**src/core/bcc_defines.vh**
```
// Constants for the boost converter control block
`ifndef BCC_DEFINES_VH
`define BCC_DEFINES_VH

// ============================================================
// Register byte offsets
`define BCC_CTRL_OFS        8'h00
`define BCC_CFG_OFS         8'h04
`define BCC_STAT_OFS        8'h08

// ============================================================
// Reset values
`define BCC_CTRL_RST        8'h21
`define BCC_CFG_RST         8'h00

// ============================================================
// Control register fields
`define BCC_CTRL_MINPUL_HI  7
`define BCC_CTRL_MINPUL_LO  6
`define BCC_CTRL_SWSIZE     5
`define BCC_CTRL_ADCSYNC    3
`define BCC_CTRL_VSEL_HI    2
`define BCC_CTRL_VSEL_LO    0
`define BCC_CTRL_WMASK      8'hef

// ============================================================
// Configuration register fields
`define BCC_CFG_DIV_HI      6
`define BCC_CFG_DIV_LO      5
`define BCC_CFG_INV         3
`define BCC_CFG_ILIM        2
`define BCC_CFG_FLOAT       1
`define BCC_CFG_SRC         0
`define BCC_CFG_WMASK       8'h6f

// ============================================================
// Status register fields
`define BCC_STAT_ONECELL    0
`define BCC_STAT_ENABLE     1
`define BCC_STAT_TIE        2
`define BCC_STAT_SKIP       3
`define BCC_STAT_SRC        4

// ============================================================
// Minimum pulse widths in ns for codes 01, 10, 11
`define BCC_MINPUL_1_NS     10'd20
`define BCC_MINPUL_2_NS     10'd40
`define BCC_MINPUL_3_NS     10'd80

`endif

```
**src/core/bcc_top.v**
```verilog
// Boost converter control: strap latch, enable, clocking, pulse skip, sleep
//
// Chosen here: the AHB-Lite interface to the registers and the address map.
`timescale 1ns/1ns
`include "bcc_defines.vh"

// Behaviour
// - Latch one- or two-cell from the strap at power-on reset.
// - Two-cell mode keeps the converter enable inactive for good.
// - One-cell mode: converter off in sleep, on in every other mode.
// - The latched cell mode changes only during power-on reset and at the strap capture just after its release.
// - On-time below the programmed minimum skips the whole switching pulse.
// - Source select: 0 internal oscillator, 1 system clock path.
// - System clock path goes through a programmable divider.
// - Invert bit set inverts the system clock ahead of the divider.
// - Sleep of a one-cell part, converter off, ties the output node to the battery.
// - Sleep-float bit set leaves the output node floating in sleep.
// - Divide field codes 00..11 divide by 1, 2, 4, 8.
// - Divide field is ignored when clocked from the internal oscillator.
// - Minimum pulse codes: none, 20 ns, 40 ns, 80 ns.
module bcc_top (
    input  wire        mclk_i,            // 20 MHz block clock
    input  wire        rst_n_i,           // Power-on reset, sync, active low
    input  wire        hsel_i,            // AHB select
    input  wire [7:0]  haddr_i,           // AHB byte address
    input  wire [1:0]  htrans_i,          // AHB transfer type
    input  wire        hwrite_i,          // AHB write
    input  wire [2:0]  hsize_i,           // AHB size, word only
    input  wire [31:0] hwdata_i,          // AHB write data
    input  wire        hready_i,          // AHB bus ready
    output wire [31:0] hrdata_o,          // AHB read data
    output wire        hreadyout_o,       // AHB slave ready
    output wire        hresp_o,           // AHB response, always OKAY
    input  wire        cell_mode_strap_pin_i, // High: one-cell strap
    input  wire        sleep_i,           // Power manager sleep level
    input  wire        osc_clk_i,         // Internal converter oscillator
    input  wire        sys_clk_i,         // System clock for the divider
    input  wire [9:0]  on_time_ns_i,      // Loop's requested on-time, ns
    output wire        conv_clk_o,        // Switching clock
    output wire        switch_drive_o,    // Duty switch drive
    output wire        pulse_skipped_o,   // One-cycle pulse per skip
    output wire        conv_enable_o,     // Converter enable
    output wire        out_tie_battery_o, // Output node tied to battery
    output wire        one_cell_mode_o,   // Latched cell mode
    output wire [2:0]  out_voltage_sel_o, // Target voltage code
    output wire        switch_size_select_o,   // Small switches when set
    output wire        current_limit_select_o, // Peak current select
    output wire        adc_sync_enable_o  // ADC sync to converter
);

    // ============================================================
    // Registers
    reg  [7:0]  ctrl_reg;
    reg  [7:0]  cfg_reg;
    reg         skip_sticky_reg;
    reg  [31:0] hrdata_reg;
    reg         hreadyout_reg;
    reg         wr_pend_reg;
    reg  [7:0]  wr_addr_reg;
    reg  [2:0]  strap_sync_reg;
    reg  [2:0]  osc_sync_reg;
    reg  [2:0]  sys_sync_reg;
    reg  [1:0]  strap_wait_reg;
    reg         strap_done_reg;
    reg         one_cell_reg;
    reg         conv_enable_reg;
    reg         tie_reg;
    reg         app_src_reg;
    reg  [1:0]  app_div_reg;
    reg         app_inv_reg;
    reg  [2:0]  div_cnt_reg;
    reg         conv_clk_reg;
    reg         drive_reg;
    reg         skipped_reg;

    wire        addr_phase;
    wire        w_ctrl;
    wire        w_cfg;
    wire        w_stat;
    wire [7:0]  stat_val;
    wire        osc_rise;
    wire        osc_fall;
    wire        sys_rise;
    wire        sys_fall;
    wire        sel_rise;
    wire        sel_fall;
    wire [2:0]  div_last;
    wire [2:0]  div_half;
    wire        tick;
    wire        fall_evt;
    wire        cfg_change;
    wire [9:0]  min_ns;
    wire        skip_now;

    // ============================================================
    // AHB-Lite slave: zero wait states, writes land in data phase
    assign addr_phase = hsel_i & htrans_i[1] & hready_i;
    assign w_ctrl = wr_pend_reg & (wr_addr_reg == `BCC_CTRL_OFS);
    assign w_cfg  = wr_pend_reg & (wr_addr_reg == `BCC_CFG_OFS);
    assign w_stat = wr_pend_reg & (wr_addr_reg == `BCC_STAT_OFS);

    // Status word shows the block's own live state
    assign stat_val = {3'h0, app_src_reg, skip_sticky_reg, tie_reg,
                       conv_enable_reg, one_cell_reg};

    // Address phase capture and read data, unmapped reads give zero
    always @(posedge mclk_i) begin
        if (!rst_n_i) begin
            wr_pend_reg   <= 1'b0;
            wr_addr_reg   <= 8'h00;
            hrdata_reg    <= 32'h0000_0000;
            hreadyout_reg <= 1'b0;
        end else begin
            hreadyout_reg <= 1'b1;
            wr_pend_reg   <= addr_phase & hwrite_i;
            if (addr_phase) begin
                wr_addr_reg <= haddr_i;
            end
            if (addr_phase && !hwrite_i) begin
                case (haddr_i)
                    `BCC_CTRL_OFS: hrdata_reg <= {24'h000000, ctrl_reg};
                    `BCC_CFG_OFS:  hrdata_reg <= {24'h000000, cfg_reg};
                    `BCC_STAT_OFS: hrdata_reg <= {24'h000000, stat_val};
                    default:       hrdata_reg <= 32'h0000_0000;
                endcase
            end
        end
    end

    // Software registers; reserved bits are masked so they read zero
    always @(posedge mclk_i) begin
        if (!rst_n_i) begin
            ctrl_reg <= `BCC_CTRL_RST;
            cfg_reg  <= `BCC_CFG_RST;
        end else begin
            if (w_ctrl) begin
                ctrl_reg <= hwdata_i[7:0] & `BCC_CTRL_WMASK;
            end
            if (w_cfg) begin
                cfg_reg <= hwdata_i[7:0] & `BCC_CFG_WMASK;
            end
        end
    end

    // Sticky skip flag, write one to clear; a new skip wins over a clear
    always @(posedge mclk_i) begin
        if (!rst_n_i) begin
            skip_sticky_reg <= 1'b0;
        end else if (skip_now) begin
            skip_sticky_reg <= 1'b1;
        end else if (w_stat && hwdata_i[`BCC_STAT_SKIP]) begin
            skip_sticky_reg <= 1'b0;
        end
    end

    // ============================================================
    // Pin synchronisers: three stages, only stages two and three are used
    always @(posedge mclk_i) begin
        if (!rst_n_i) begin
            strap_sync_reg <= 3'h0;
            osc_sync_reg   <= 3'h0;
            sys_sync_reg   <= 3'h0;
        end else begin
            strap_sync_reg <= {strap_sync_reg[1:0], cell_mode_strap_pin_i};
            osc_sync_reg   <= {osc_sync_reg[1:0], osc_clk_i};
            sys_sync_reg   <= {sys_sync_reg[1:0], sys_clk_i};
        end
    end

    // ============================================================
    // Cell mode latch. The strap is taken after reset release once the
    // synchroniser holds real pin samples; only this reset clears it,
    // so nothing at run time can move it.
    always @(posedge mclk_i) begin
        if (!rst_n_i) begin
            strap_wait_reg <= 2'h0;
            strap_done_reg <= 1'b0;
            one_cell_reg   <= 1'b0;
        end else if (!strap_done_reg) begin
            if (strap_wait_reg != 2'h3) begin
                strap_wait_reg <= strap_wait_reg + 2'h1;
            end else if (strap_sync_reg[1] == strap_sync_reg[2]) begin
                strap_done_reg <= 1'b1;
                one_cell_reg   <= strap_sync_reg[2];
            end
        end
    end

    // ============================================================
    // Converter enable and sleep output behaviour
    always @(posedge mclk_i) begin
        if (!rst_n_i) begin
            conv_enable_reg <= 1'b0;
            tie_reg         <= 1'b0;
        end else begin
            // Two-cell keeps it off whatever software sets
            conv_enable_reg <= one_cell_reg & ~sleep_i;
            // Tie only in sleep of a one-cell part, unless float is set
            tie_reg <= one_cell_reg & sleep_i
                       & ~cfg_reg[`BCC_CFG_FLOAT];
        end
    end

    // ============================================================
    // Switching clock. Edges come from the synchronised pins, so each
    // input must stay below a quarter of mclk for clean edge detection.
    assign osc_rise = osc_sync_reg[1] & ~osc_sync_reg[2];
    assign osc_fall = ~osc_sync_reg[1] & osc_sync_reg[2];
    assign sys_rise = sys_sync_reg[1] & ~sys_sync_reg[2];
    assign sys_fall = ~sys_sync_reg[1] & sys_sync_reg[2];

    // Inversion swaps the edges of the system clock before division
    assign sel_rise = app_inv_reg ? sys_fall : sys_rise;
    assign sel_fall = app_inv_reg ? sys_rise : sys_fall;

    // Divide by 1, 2, 4 or 8 for codes 00..11
    assign div_last = (3'h1 << app_div_reg) - 3'h1;
    assign div_half = (app_div_reg == 2'h0) ? 3'h0
                    : (3'h1 << (app_div_reg - 2'h1));

    // Period start and mid-period low edge; divider unused on oscillator
    assign tick = app_src_reg
                ? (sel_rise & (div_cnt_reg == 3'h0))
                : osc_rise;
    assign fall_evt = app_src_reg
                ? ((app_div_reg == 2'h0) ? sel_fall
                   : (sel_rise & (div_cnt_reg == div_half)))
                : osc_fall;

    assign cfg_change = (app_src_reg != cfg_reg[`BCC_CFG_SRC])
                      | (app_div_reg != cfg_reg[`BCC_CFG_DIV_HI:
                                                `BCC_CFG_DIV_LO])
                      | (app_inv_reg != cfg_reg[`BCC_CFG_INV]);

    // Minimum pulse width per code, zero means no minimum
    assign min_ns = (ctrl_reg[`BCC_CTRL_MINPUL_HI:`BCC_CTRL_MINPUL_LO]
                     == 2'h1) ? `BCC_MINPUL_1_NS
                  : (ctrl_reg[`BCC_CTRL_MINPUL_HI:`BCC_CTRL_MINPUL_LO]
                     == 2'h2) ? `BCC_MINPUL_2_NS
                  : (ctrl_reg[`BCC_CTRL_MINPUL_HI:`BCC_CTRL_MINPUL_LO]
                     == 2'h3) ? `BCC_MINPUL_3_NS
                  : 10'd0;

    // A pulse is skipped whole rather than emitted narrow
    assign skip_now = tick & ~cfg_change & conv_enable_reg
                    & (on_time_ns_i < min_ns);

    // Clock settings are applied only at a period start while the
    // clock is low; the clock then waits low for the new source, so a
    // change stretches one low phase instead of cutting a pulse.
    always @(posedge mclk_i) begin
        if (!rst_n_i) begin
            app_src_reg  <= 1'b0;
            app_div_reg  <= 2'h0;
            app_inv_reg  <= 1'b0;
            div_cnt_reg  <= 3'h0;
            conv_clk_reg <= 1'b0;
        end else if (tick && cfg_change) begin
            app_src_reg  <= cfg_reg[`BCC_CFG_SRC];
            app_div_reg  <= cfg_reg[`BCC_CFG_DIV_HI:`BCC_CFG_DIV_LO];
            app_inv_reg  <= cfg_reg[`BCC_CFG_INV];
            div_cnt_reg  <= 3'h0;
            conv_clk_reg <= 1'b0;
        end else begin
            if (app_src_reg && sel_rise) begin
                div_cnt_reg <= (div_cnt_reg == div_last) ? 3'h0
                             : div_cnt_reg + 3'h1;
            end
            if (tick) begin
                conv_clk_reg <= 1'b1;
            end else if (fall_evt) begin
                conv_clk_reg <= 1'b0;
            end
        end
    end

    // Switch drive follows the clock's high phase unless skipped or off
    always @(posedge mclk_i) begin
        if (!rst_n_i) begin
            drive_reg   <= 1'b0;
            skipped_reg <= 1'b0;
        end else begin
            skipped_reg <= skip_now;
            if (!conv_enable_reg) begin
                drive_reg <= 1'b0;
            end else if (tick && !cfg_change) begin
                drive_reg <= ~skip_now;
            end else if (fall_evt) begin
                drive_reg <= 1'b0;
            end
        end
    end

    // ============================================================
    // Outputs, all straight from flip-flops except hresp_o, tied to zero
    assign hrdata_o               = hrdata_reg;
    assign hreadyout_o            = hreadyout_reg;
    assign hresp_o                = 1'b0;
    assign conv_clk_o             = conv_clk_reg;
    assign switch_drive_o         = drive_reg;
    assign pulse_skipped_o        = skipped_reg;
    assign conv_enable_o          = conv_enable_reg;
    assign out_tie_battery_o      = tie_reg;
    assign one_cell_mode_o        = one_cell_reg;
    assign out_voltage_sel_o      = ctrl_reg[`BCC_CTRL_VSEL_HI:
                                             `BCC_CTRL_VSEL_LO];
    assign switch_size_select_o   = ctrl_reg[`BCC_CTRL_SWSIZE];
    assign current_limit_select_o = cfg_reg[`BCC_CFG_ILIM];
    // Software is expected to set this bit when the ADC runs
    assign adc_sync_enable_o      = ctrl_reg[`BCC_CTRL_ADCSYNC];

endmodule
```
**config.mk**
```make
export PLATFORM = sky130hd
export DESIGN_NAME = bcc_top
export DESIGN_NICKNAME = d
export VERILOG_FILES = /design/src/core/bcc_top.v
export VERILOG_INCLUDE_DIRS = /design/src /design/src/core
export SDC_FILE = /design/constraint.sdc
export NUM_CORES = 1
export LEC_CHECK = 0
export BUFFER_PORTS_ARGS = -buffer_cell sky130_fd_sc_hd__buf_2
export CAP_MARGIN = 20
export CORE_ASPECT_RATIO = 1.2
export CORE_MARGIN = 3
export CORE_UTILIZATION = 40
export CTS_CLUSTER_DIAMETER = 120
export DETAILED_ROUTE_END_ITERATION = 10
export HOLD_SLACK_MARGIN = 0.06
export PLACE_DENSITY = 0.68
export SETUP_SLACK_MARGIN = 0.15
export SYNTH_ARGS = -nofsm -noshare
export SYNTH_HDL_FRONTEND = slang
export SYNTH_SLANG_ARGS = --single-unit
```
**constraint.sdc**
```tcl
create_clock -name mclk_i -period 2.1 [get_ports mclk_i]
set_clock_uncertainty 0.15 [all_clocks]
set_input_delay 0.42 -clock mclk_i [delete_from_list [all_inputs] [get_ports mclk_i]]
set_output_delay 0.42 -clock mclk_i [all_outputs]
set_load 0.01 [all_outputs]
```
==> results of run 1 <==
[cells by family after synthesis]
family,share of synthesized area (%)
XOR/XNOR,2.15
flip-flops,40.1
other,0.132
multiplexers,6.73
AO/OA/AOI/OAI,13.5
adder cells (fa/ha/maj),3.08
buffers and inverters,10.2
AND/OR/NAND/NOR,24.1
[stage by stage]
step	cells	total power [W]
global route	466	0.00252
finish	466	0.00241
CTS	465	0.00244
detailed placement	449	0.00138
global placement	449	0.00137
floorplan	344	0.00134
[cell usage after synthesis, drive strengths merged, types with 3 or more instances]
library cell / instances / share of area, %
nand2b: 3 / 0.66
buf: 32 / 8.1
nor4: 4 / 1.4
xor2: 5 / 1.5
mux2i: 18 / 6.3
nor3b: 5 / 1.5
and3: 4 / 0.88
and2: 13 / 2.9
ha: 7 / 3.1
nand3: 8 / 1.4
inv: 6 / 0.79
nand2: 45 / 6.0
dfxtp: 57 / 40
clkbuf: 10 / 1.4
a21boi: 19 / 5.0
nor2: 13 / 2.0
a21oi: 7 / 1.2
o21ai: 19 / 3.3
nor2b: 15 / 3.3
nor3: 5 / 1.3
[cell usage in the layout (no fill, tap or decap), types with 3 or more instances in the layout]
cell type,instances
nor2b_1,15
clkbuf_8,12
o21ai_0,16
xor2_1,5
nand3_1,8
nor4_1,3
buf_4,8
mux2i_1,18
inv_1,6
ha_1,7
nor3b_1,4
nand2b_1,3
and3_1,4
a21boi_0,18
conb_1,25
buf_2,53
nor2_1,12
dfxtp_1,57
o21ai_1,3
and2_1,13
nand2_1,44
a21oi_1,6
nor3_1,4
[cell type report]
cell class | count | area [um^2]
fill | 673 | 3530
multi-input combinational | 239 | 1510
sequential | 57 | 1140
timing repair buffer | 61 | 325
clock buffer | 14 | 173
tap | 87 | 109
clock inverter | 2 | 35.0
inverter | 6 | 22.5
[worst reg2reg max path: cells and delay by family (launching register included)]
family	cells	cell delay, ns
AO/OA/AOI/OAI	3	0.53
AND/OR/NAND/NOR	3	0.43
flip-flops	1	0.33
adder cells (fa/ha/maj)	1	0.22
buffers and inverters	1	0.10
[how the worst max path moves through the flow]
stage                endpoint  slack (ns)  cells past startpoint
3_5_place_dp   switch_drive_o        0.19                      7
4_1_cts        switch_drive_o        0.19                      8
2_1_floorplan  switch_drive_o        0.40                      8
6_report       switch_drive_o        0.22                      8
3_3_place_gp   switch_drive_o        0.21                      7
5_1_grt        switch_drive_o        0.11                      8
[power groups by stage]
stage	clock, W	combinational (W)	sequential [W]
floorplan	0	0.000177	0.00116
global placement	0	0.000205	0.00117
detailed placement	0	0.000211	0.00117
CTS	0.00108	0.000212	0.00114
global route	0.00114	0.000240	0.00115
finish	0.00106	0.000212	0.00114
[repair_timing]
item / CTS / global route
setup endpoints to repair: 0 / 2
resized for setup: 0 / 5
buffers inserted: 0 / 1
endpoints found under the hold margin: 0 / 0
[routing by layer]
metal	global-route usage (%)	routed length, um	vias to the layer above
met1	17.7	2640	1060
li1	-	-	1143
met5	0	0	-
met2	25.1	2990	70
met4	6.29	99	0
met3	4.93	333	9
==> flow_metrics.env, run 1 <==
export IMPL_status="complete, no violations"
export IMPL_h_tree_depth=3
export IMPL_grt_pass1_vias=2184
export IMPL_ctsHoldBuffers=0
export IMPL_worstPathArrival_ns=1.96
export IMPL_netlist_instances=320
export IMPL_wirelength_um=6060
export IMPL_ys_ff_latch=57
export IMPL_area_growth_pct=16.6
export IMPL_synth_edf_count=0
export IMPL_finalWeightedCongestion=0.804
export IMPL_min_to="conv_enable_o"
export IMPL_crit_type="flip-flop to flip-flop"
export IMPL_cp_top_family="compound AO/OA/AOI/OAI gates"
export IMPL_postRouteAntennaNets=0
export IMPL_crit_buf_inv=1
export IMPL_initial_core_util_pct=41.5
export IMPL_r2r_setup_slack_ns=0.22
export IMPL_leakagePower_nw=1.42
export IMPL_antenna_found_initial=0
export IMPL_final_max_slew_viol_count=0
export IMPL_clk_pin_slew_ns=0.07
export IMPL_required_ns=2.18
export IMPL_nets=445
export IMPL_grt_max_degree=55
export IMPL_overflow=0
export IMPL_seq_area_frac_synth_pct=40.1
export IMPL_coreArea_um2=6850
export IMPL_timing_fmax_mhz=533
export IMPL_cp_startpoint="ctrl_reg[6]"
export IMPL_rr_endpoint="switch_drive_o"
export IMPL_synth_ff_type="dfxtp_1"
export IMPL_hp_class="input port to flip-flop"
export IMPL_die_width_um=83.0
export IMPL_port_buffers=53
export IMPL_wl_per_cell_um=13.0
export IMPL_async_flop_share_pct=0
export IMPL_dieArea_um2=8170
export IMPL_rsz0062_at_grt="false"
export IMPL_vias=2282
export IMPL_fin_tns_setup_ns=0
export IMPL_slowest_stage="dfxtp_1"
export IMPL_cp_start_kind="flip-flop"
export IMPL_fin_util_pct=48.4
export IMPL_power_share_sequential_pct=47.4
export IMPL_r2r_start="ctrl_reg[6]"
export IMPL_cts_sinks=57
export IMPL_clock_power_share_pct=43.9
export IMPL_drv_cap=0
export IMPL_fin_crit_sh_pct=89.3
export IMPL_swShare_pct=23.1
export IMPL_antennaDiodeCount=0
export IMPL_netlist_area_um2=2850
export IMPL_p_sw_w=0.000557
export IMPL_routed_via_density=4.90
export IMPL_die_h_um=98.4
export IMPL_drtIter0Drc=110
export IMPL_drive_gt1_share_pct=22.2
export IMPL_hold_violations=0
export IMPL_ys_types=47
export IMPL_cts_buffers=9
export IMPL_finalCriticalPeriod_ns=1.88
export IMPL_pwr_density_cell_nw_per_um2=727
export IMPL_vdd_drop_max_mv=0.352
export IMPL_setup_viol=0
export IMPL_drc=0
export IMPL_clk_path_buf_depth=2
export IMPL_cp_max_fo=4
export IMPL_num_rows=33
export IMPL_comb_power_share_pct=8.8
export IMPL_setup_slack_ns=0.225
export IMPL_fin_area_um2=3320
export IMPL_dp_worst_setup_slack_ns=0.189
export IMPL_power_internal_w=0.00186
export IMPL_pin_count=110
export IMPL_drtPass1Iterations=4
export IMPL_max_stage_delay_ns=0.33
export IMPL_root_buffer="clkbuf_8"
export IMPL_holdPathStages=2
export IMPL_yosysWarnings=0
export IMPL_crit_chain="inv_1 > nand2_1 > ha_1 > nor4b_2 > o21ai_1 > a21oi_2 > nor3_1 > a41o_1"
export IMPL_cts_tree="yes"
export IMPL_clock_latency_ns=0.33
export IMPL_r2r_cells=8
export IMPL_grt_pass1_wl_um=9920
export IMPL_grt_total_usage_pct=15.0
export IMPL_post_dp_hpwl_um=4430
export IMPL_endpoint_kind="flip-flop"
export IMPL_min_delay_start="sleep_i"
export IMPL_whs_ns=0.113
export IMPL_syn_area_per_cell_um2=8.90
export IMPL_place_area_um2=3090
Power figures use the tool's default switching activity.
==> inputs of run 2 (changes only) <==
--- a/config.mk
+++ b/config.mk
@@ -6,6 +6,7 @@
 export SDC_FILE = /design/constraint.sdc
 export NUM_CORES = 1
 export LEC_CHECK = 0
+export ABC_AREA = 1
 export BUFFER_PORTS_ARGS = -buffer_cell sky130_fd_sc_hd__buf_2
 export CAP_MARGIN = 20
 export CORE_ASPECT_RATIO = 1.2
@@ -14,7 +15,7 @@
 export CTS_CLUSTER_DIAMETER = 120
 export DETAILED_ROUTE_END_ITERATION = 10
 export HOLD_SLACK_MARGIN = 0.06
-export PLACE_DENSITY = 0.68
+export PLACE_DENSITY = 0.75
 export SETUP_SLACK_MARGIN = 0.15
 export SYNTH_ARGS = -nofsm -noshare
 export SYNTH_HDL_FRONTEND = slang
==> run 2 against run 1 <==
Against the previous run:
- synthesized cell count rose by 20%
- non-clock buffer count is 3 lower
- via count up 8.9%
- routed wire length grew 0.17%
- sequential power about the same
- sequential share of layout area up 1.0 points
- cell area down 2.9%
- highest routed layer unchanged
- worst hold slack improved by 0.0092 ns
- clock power shrank 18%
==> flow_metrics.env, run 2 <==
export IMPL_pin_count=110
export IMPL_wl_per_cell_um=11.5
export IMPL_cts_sinks=57
export IMPL_setup_viol=0
export IMPL_r2r_start="div_cnt_reg[0]"
export IMPL_drc=0
export IMPL_timing_fmax_mhz=612
export IMPL_rsz0062_at_grt="false"
export IMPL_coreArea_um2=6650
export IMPL_top_usage_layer="met2"
export IMPL_cp_max_fo=9
export IMPL_synth_most_common_cell="nand2_1"
export IMPL_setup_slack_ns=0.466
export IMPL_crit_type="flip-flop to flip-flop"
export IMPL_fill_cells=692
export IMPL_num_rows=32
export IMPL_final_common_cell="nand2_1"
export IMPL_clock_latency_ns=0.33
export IMPL_initial_core_util_pct=42.5
export IMPL_finalCriticalPeriod_ns=1.63
export IMPL_ys_types=32
export IMPL_drive_gt1_share_pct=19.6
export IMPL_vdd_drop_max_mv=0.477
export IMPL_netlist_instances=385
export IMPL_cts_resized=0
export IMPL_cts_setup_buffers=0
export IMPL_worstPathArrival_ns=1.75
export IMPL_netlist_top_cells_count="nand2_1, dfxtp_1, inv_1, a21oi_1, nand3_1"
export IMPL_synth_area_leaders="dfxtp_1, nand2_1, buf_4"
export IMPL_post_dp_hpwl_um=4660
export IMPL_finalWeightedCongestion=0.777
export IMPL_status="complete, no violations"
export IMPL_vias=2484
export IMPL_drtPass1Iterations=4
export IMPL_wirelength_um=6070
export IMPL_synth_ff_type="dfxtp_1"
export IMPL_die_h_um=98.0
export IMPL_grt_use_met2_pct=25.9
export IMPL_min_delay_start="osc_clk_i"
export IMPL_yosys_area_top_type="dfxtp_1"
export IMPL_place_area_um2=3060
export IMPL_netlist_area_um2=2820
export IMPL_final_max_slew_viol_count=0
export IMPL_grt_pass1_vias=2287
export IMPL_async_flop_share_pct=0
export IMPL_die_width_um=82.7
export IMPL_clk_pin_slew_ns=0.06
export IMPL_dieArea_um2=8100
export IMPL_cp_start_kind="flip-flop"
export IMPL_synth_edf_count=0
export IMPL_port_buffers=53
export IMPL_cts_buffers=9
export IMPL_h_tree_depth=3
export IMPL_hp_class="input port to flip-flop"
export IMPL_synth_top_area_share_pct=40.4
export IMPL_grtUsageMet3_pct=4.34
export IMPL_grt_total_usage_pct=16.2
export IMPL_ys_ff_latch=57
export IMPL_fin_crit_sh_pct=77.8
export IMPL_antenna_found_initial=0
export IMPL_required_ns=2.22
export IMPL_endpoint_kind="flip-flop"
export IMPL_grt_pass1_wl_um=10300
export IMPL_mostFrequentLayoutCells="nand2_1, dfxtp_1, inv_1"
export IMPL_syn_area_per_cell_um2=7.33
export IMPL_antennaDiodeCount=0
export IMPL_cp_startpoint="div_cnt_reg[0]"
export IMPL_seq_area_frac_synth_pct=40.4
export IMPL_fin_area_um2=3220
export IMPL_use_met1_pct=20.1
export IMPL_overflow=0
export IMPL_area_growth_pct=14.2
export IMPL_dp_worst_setup_slack_ns=0.354
export IMPL_routed_via_density=4.70
export IMPL_leakagePower_nw=1.52
export IMPL_yosysWarnings=0
export IMPL_drtIter0Drc=81
export IMPL_clk_path_buf_depth=2
export IMPL_nets=511
export IMPL_pwr_density_cell_nw_per_um2=700
export IMPL_cts_tree="yes"
export IMPL_root_buffer="clkbuf_8"
export IMPL_ctsHoldBuffers=0
export IMPL_fin_tns_setup_ns=0
export IMPL_drv_cap=0
export IMPL_grt_max_degree=28
export IMPL_postRouteAntennaNets=0
export IMPL_hold_violations=0
## run 2: cells by family after synthesis
| kind of cell | synth area share (%) |
|---|---|
| xor+xnor | 2.13 |
| compound gates | 14.0 |
| buf+inv | 17.2 |
| simple gates | 23.0 |
| flops | 40.4 |
| other cells | 0.133 |
| fa+ha+maj | 3.10 |
## run 2: worst paths after layout
check	end	depth (start not counted)	slack [ns]
hold / removal	osc_sync_reg[0]	3	0.12
setup / recovery	div_cnt_reg[2]	9	0.47
setup reg to reg	div_cnt_reg[2]	9	0.47
hold reg to reg	sys_sync_reg[1]	2	0.27
## run 2: cell type report
class / count / area (um^2) / share of cell area [%]
multi-input cells: 254 / 1280 / 39.9
inverters: 60 / 225 / 6.99
flip-flops and latches: 57 / 1140 / 35.4
clock buffers: 14 / 163 / 5.05
repair buffers: 58 / 303 / 9.39
well taps: 85 / 106 / 3.30
## run 2: metal layers
layer	part of all wire, %	up-vias
li1	-	1282
met1	43	1121
met3	6.1	12
met5	0	-
met2	49	69
met4	2.0	0
## run 2: report_power, final
| part | switching (W) | internal [W] |
|---|---|---|
| sequential | 0.0000285 | 0.00113 |
| clock | 0.000384 | 0.000481 |
| combinational | 0.000147 | 0.0000892 |
## run 2: metrics by stage
stage	hold WS [ns]	total power, W	util (%)	std cells
floorplan	0.240	0.00137	-	409
finish	0.122	0.00226	48.5	528
CTS	0.109	0.00228	48.5	528
detailed placement	0.255	0.00141	46.0	514
global route	0.128	0.00238	48.5	528
global placement	0.248	0.00140	46.0	514
## run 2: critical path, cell delays in order (launching register included)
cell and delay, ns:
dfxtp_1 0.41, inv_1 0.10, ha_1 0.20, inv_1 0.05, nor2_1 0.04, nand3_1 0.09, nand2_2 0.10, o21ai_4 0.13
nand2_2 0.14, nor3_2 0.16
==> inputs of run 3 (changes only) <==
--- a/config.mk
+++ b/config.mk
@@ -15,7 +15,7 @@
 export CTS_CLUSTER_DIAMETER = 120
 export DETAILED_ROUTE_END_ITERATION = 10
 export HOLD_SLACK_MARGIN = 0.06
-export PLACE_DENSITY = 0.75
+export PLACE_DENSITY = 0.77
 export SETUP_SLACK_MARGIN = 0.15
 export SYNTH_ARGS = -nofsm -noshare
 export SYNTH_HDL_FRONTEND = slang
==> constraint.sdc (replaced) <==
create_clock -name mclk_i -period 1.32 [get_ports mclk_i]
set_clock_uncertainty 0.15 [all_clocks]
set_input_delay 0.264 -clock mclk_i [delete_from_list [all_inputs] [get_ports mclk_i]]
set_output_delay 0.264 -clock mclk_i [all_outputs]
set_load 0.01 [all_outputs]
==> run 3 against run 2 <==
Against the previous run:
- the run now ends with setup timing left
- sequential cell count unchanged
- critical path depth grew 1
- count of clock-buffer cells in the layout shrank 5
- die area stayed put
- via count increased by 21%
- maximum frequency up 3.7%
- routed wire length up 45%
- global-route usage rose by 3.2 points
- critical path type unchanged
- critical endpoint is now skip_sticky_reg
- largest power group unchanged
==> flow_metrics.env, run 3 (synthesis results as in run 2) <==
export IMPL_setup_viol=22
export IMPL_leakagePower_nw=1.97
export IMPL_wirelength_um=8800
export IMPL_fin_area_um2=4400
export IMPL_crit_buf_inv=1
export IMPL_root_buffer="clkbuf_8"
export IMPL_antenna_found_initial=0
export IMPL_final_max_slew_viol_count=0
export IMPL_grt_max_degree=32
export IMPL_cp_max_fo=3
export IMPL_drive_gt1_share_pct=52.3
export IMPL_die_width_um=82.7
export IMPL_clock_latency_ns=0.34
export IMPL_pwr_density_cell_nw_per_um2=899
export IMPL_clk_path_buf_depth=2
export IMPL_die_h_um=98.0
export IMPL_post_dp_hpwl_um=5040
export IMPL_slowest_stage="dfxtp_2"
export IMPL_vdd_drop_max_mv=0.719
export IMPL_drtIter0Drc=183
export IMPL_max_stage_delay_ns=0.34
export IMPL_dp_worst_setup_slack_ns=-0.236
export IMPL_fin_crit_sh_pct=119
export IMPL_timing_fmax_mhz=635
export IMPL_grt_pass1_vias=2809
export IMPL_initial_core_util_pct=42.5
export IMPL_grt_pass1_wl_um=12100
export IMPL_wl_per_cell_um=14.6
export IMPL_area_growth_pct=55.9
export IMPL_final_common_cell="nand2_1"
export IMPL_drc=0
export IMPL_h_tree_depth=3
export IMPL_fin_total_pwr_w=0.00396
export IMPL_coreArea_um2=6650
export IMPL_hold_violations=0
export IMPL_port_buffers=53
export IMPL_crit_path_frequent_cell="nand2_1"
export IMPL_required_ns=1.39
export IMPL_finalWeightedCongestion=0.870
export IMPL_postRouteAntennaNets=0
export IMPL_clk_pin_slew_ns=0.07
export IMPL_place_area_um2=3350
export IMPL_status="finished, violations left"
export IMPL_drv_cap=0
export IMPL_finalCriticalPeriod_ns=1.58
export IMPL_rsz0062_at_grt="true"
export IMPL_antennaDiodeCount=0
export IMPL_nets=582
export IMPL_worstPathArrival_ns=1.65
export IMPL_routed_via_density=4.99
export IMPL_crit_type="flip-flop to flip-flop"
export IMPL_setup_slack_ns=-0.256
export IMPL_cp_top_family="simple AND/OR/NAND/NOR gates"
export IMPL_grt_total_usage_pct=19.4
export IMPL_overflow=0
export IMPL_cts_buffers=9
export IMPL_cts_tree="yes"
export IMPL_pin_count=110
export IMPL_crit_chain="inv_2 > nand2_4 > ha_4 > nand2_2 > nand2_1 > nand2_1 > a21boi_2 > nor2_1 > nand2_1 > nand2_1"
export IMPL_mostFrequentLayoutCells="nand2_1, buf_4, inv_1"
export IMPL_endpoint_kind="flip-flop"
export IMPL_num_rows=32
export IMPL_drtPass1Iterations=5
export IMPL_cp_start_kind="flip-flop"
export IMPL_hp_class="input port to flip-flop"
export IMPL_cts_sinks=57
export IMPL_dieArea_um2=8100
export IMPL_violations="setup timing"
export IMPL_vias=2999
==> run 3: cell types whose count changed in the layout (fill, tap and decap cells not counted), moves of 13 or more <==
cell and delta:
a21oi_1 -13, buf_2 -21, buf_4 +45, buf_6 +34, dfxtp_1 -36, dfxtp_2 +34
nand2_1 -17, o21ai_2 +16
==> run 3: cell type report <==
class	instances	area, um^2
Clock buffer	9	124
Fill cell	507	2250
Inverter	60	225
Clock inverter	7	47.5
Sequential cell	57	1190
Multi-Input combinational cell	256	1670
Timing Repair Buffer	127	1040
Tap cell	85	106
==> run 3: what timing repair did <==
item,in CTS,in global routing
pin swaps,22,63
setup endpoints to repair,48,56
hold buffers,10,0
gates resized for setup,68,90
gates cloned,2,0
buffers inserted,20,9
endpoints found under the hold margin,11,0
==> run 3: routing by layer <==
metal	share of wire, %	routed length [um]	vias to the layer above	GRT usage (%)
met5	0	0	-	0
met4	3.6	320	0	8.93
met3	6.4	567	30	5.17
met2	54	4760	140	33.1
met1	36	3150	1399	21.9
li1	-	-	1430	-
==> run 3: per-stage QoR <==
step | hold WS, ns | TNS [ns] | util (%) | std cells
after floorplan | 0.142 | -0.200 | - | 409
after global placement | 0.247 | -2.48 | 50.5 | 544
after detailed placement | 0.249 | -3.10 | 50.5 | 544
after CTS | 0.0671 | -1.52 | 60.7 | 592
after global routing | 0.0658 | -4.19 | 66.2 | 601
final | 0.0475 | -2.39 | 66.2 | 601
==> run 3: power breakdown <==
group | switching [W] | internal [W]
clock | 0.000746 | 0.000674
combinational | 0.000346 | 0.000335
sequential | 0.0000593 | 0.00180
==> run 3: worst reg2reg max path, stage by stage (launching register included) <==
cell and delay (ns):
dfxtp_2 0.34, inv_2 0.09, nand2_4 0.07, ha_4 0.26, nand2_2 0.04, nand2_1 0.06
nand2_1 0.07, a21boi_2 0.13, nor2_1 0.07, nand2_1 0.12, nand2_1 0.08
==> run 3: worst paths after layout <==
kind	endpoint	start	slack [ns]	cells after the start
min reg2reg	sys_sync_reg[1]	sys_sync_reg[0]	0.27	2
max reg2reg	skip_sticky_reg	ctrl_reg[6]	-0.26	10
max	skip_sticky_reg	ctrl_reg[6]	-0.26	10
min	wr_addr_reg[0]	haddr_i[0]	0.05	3
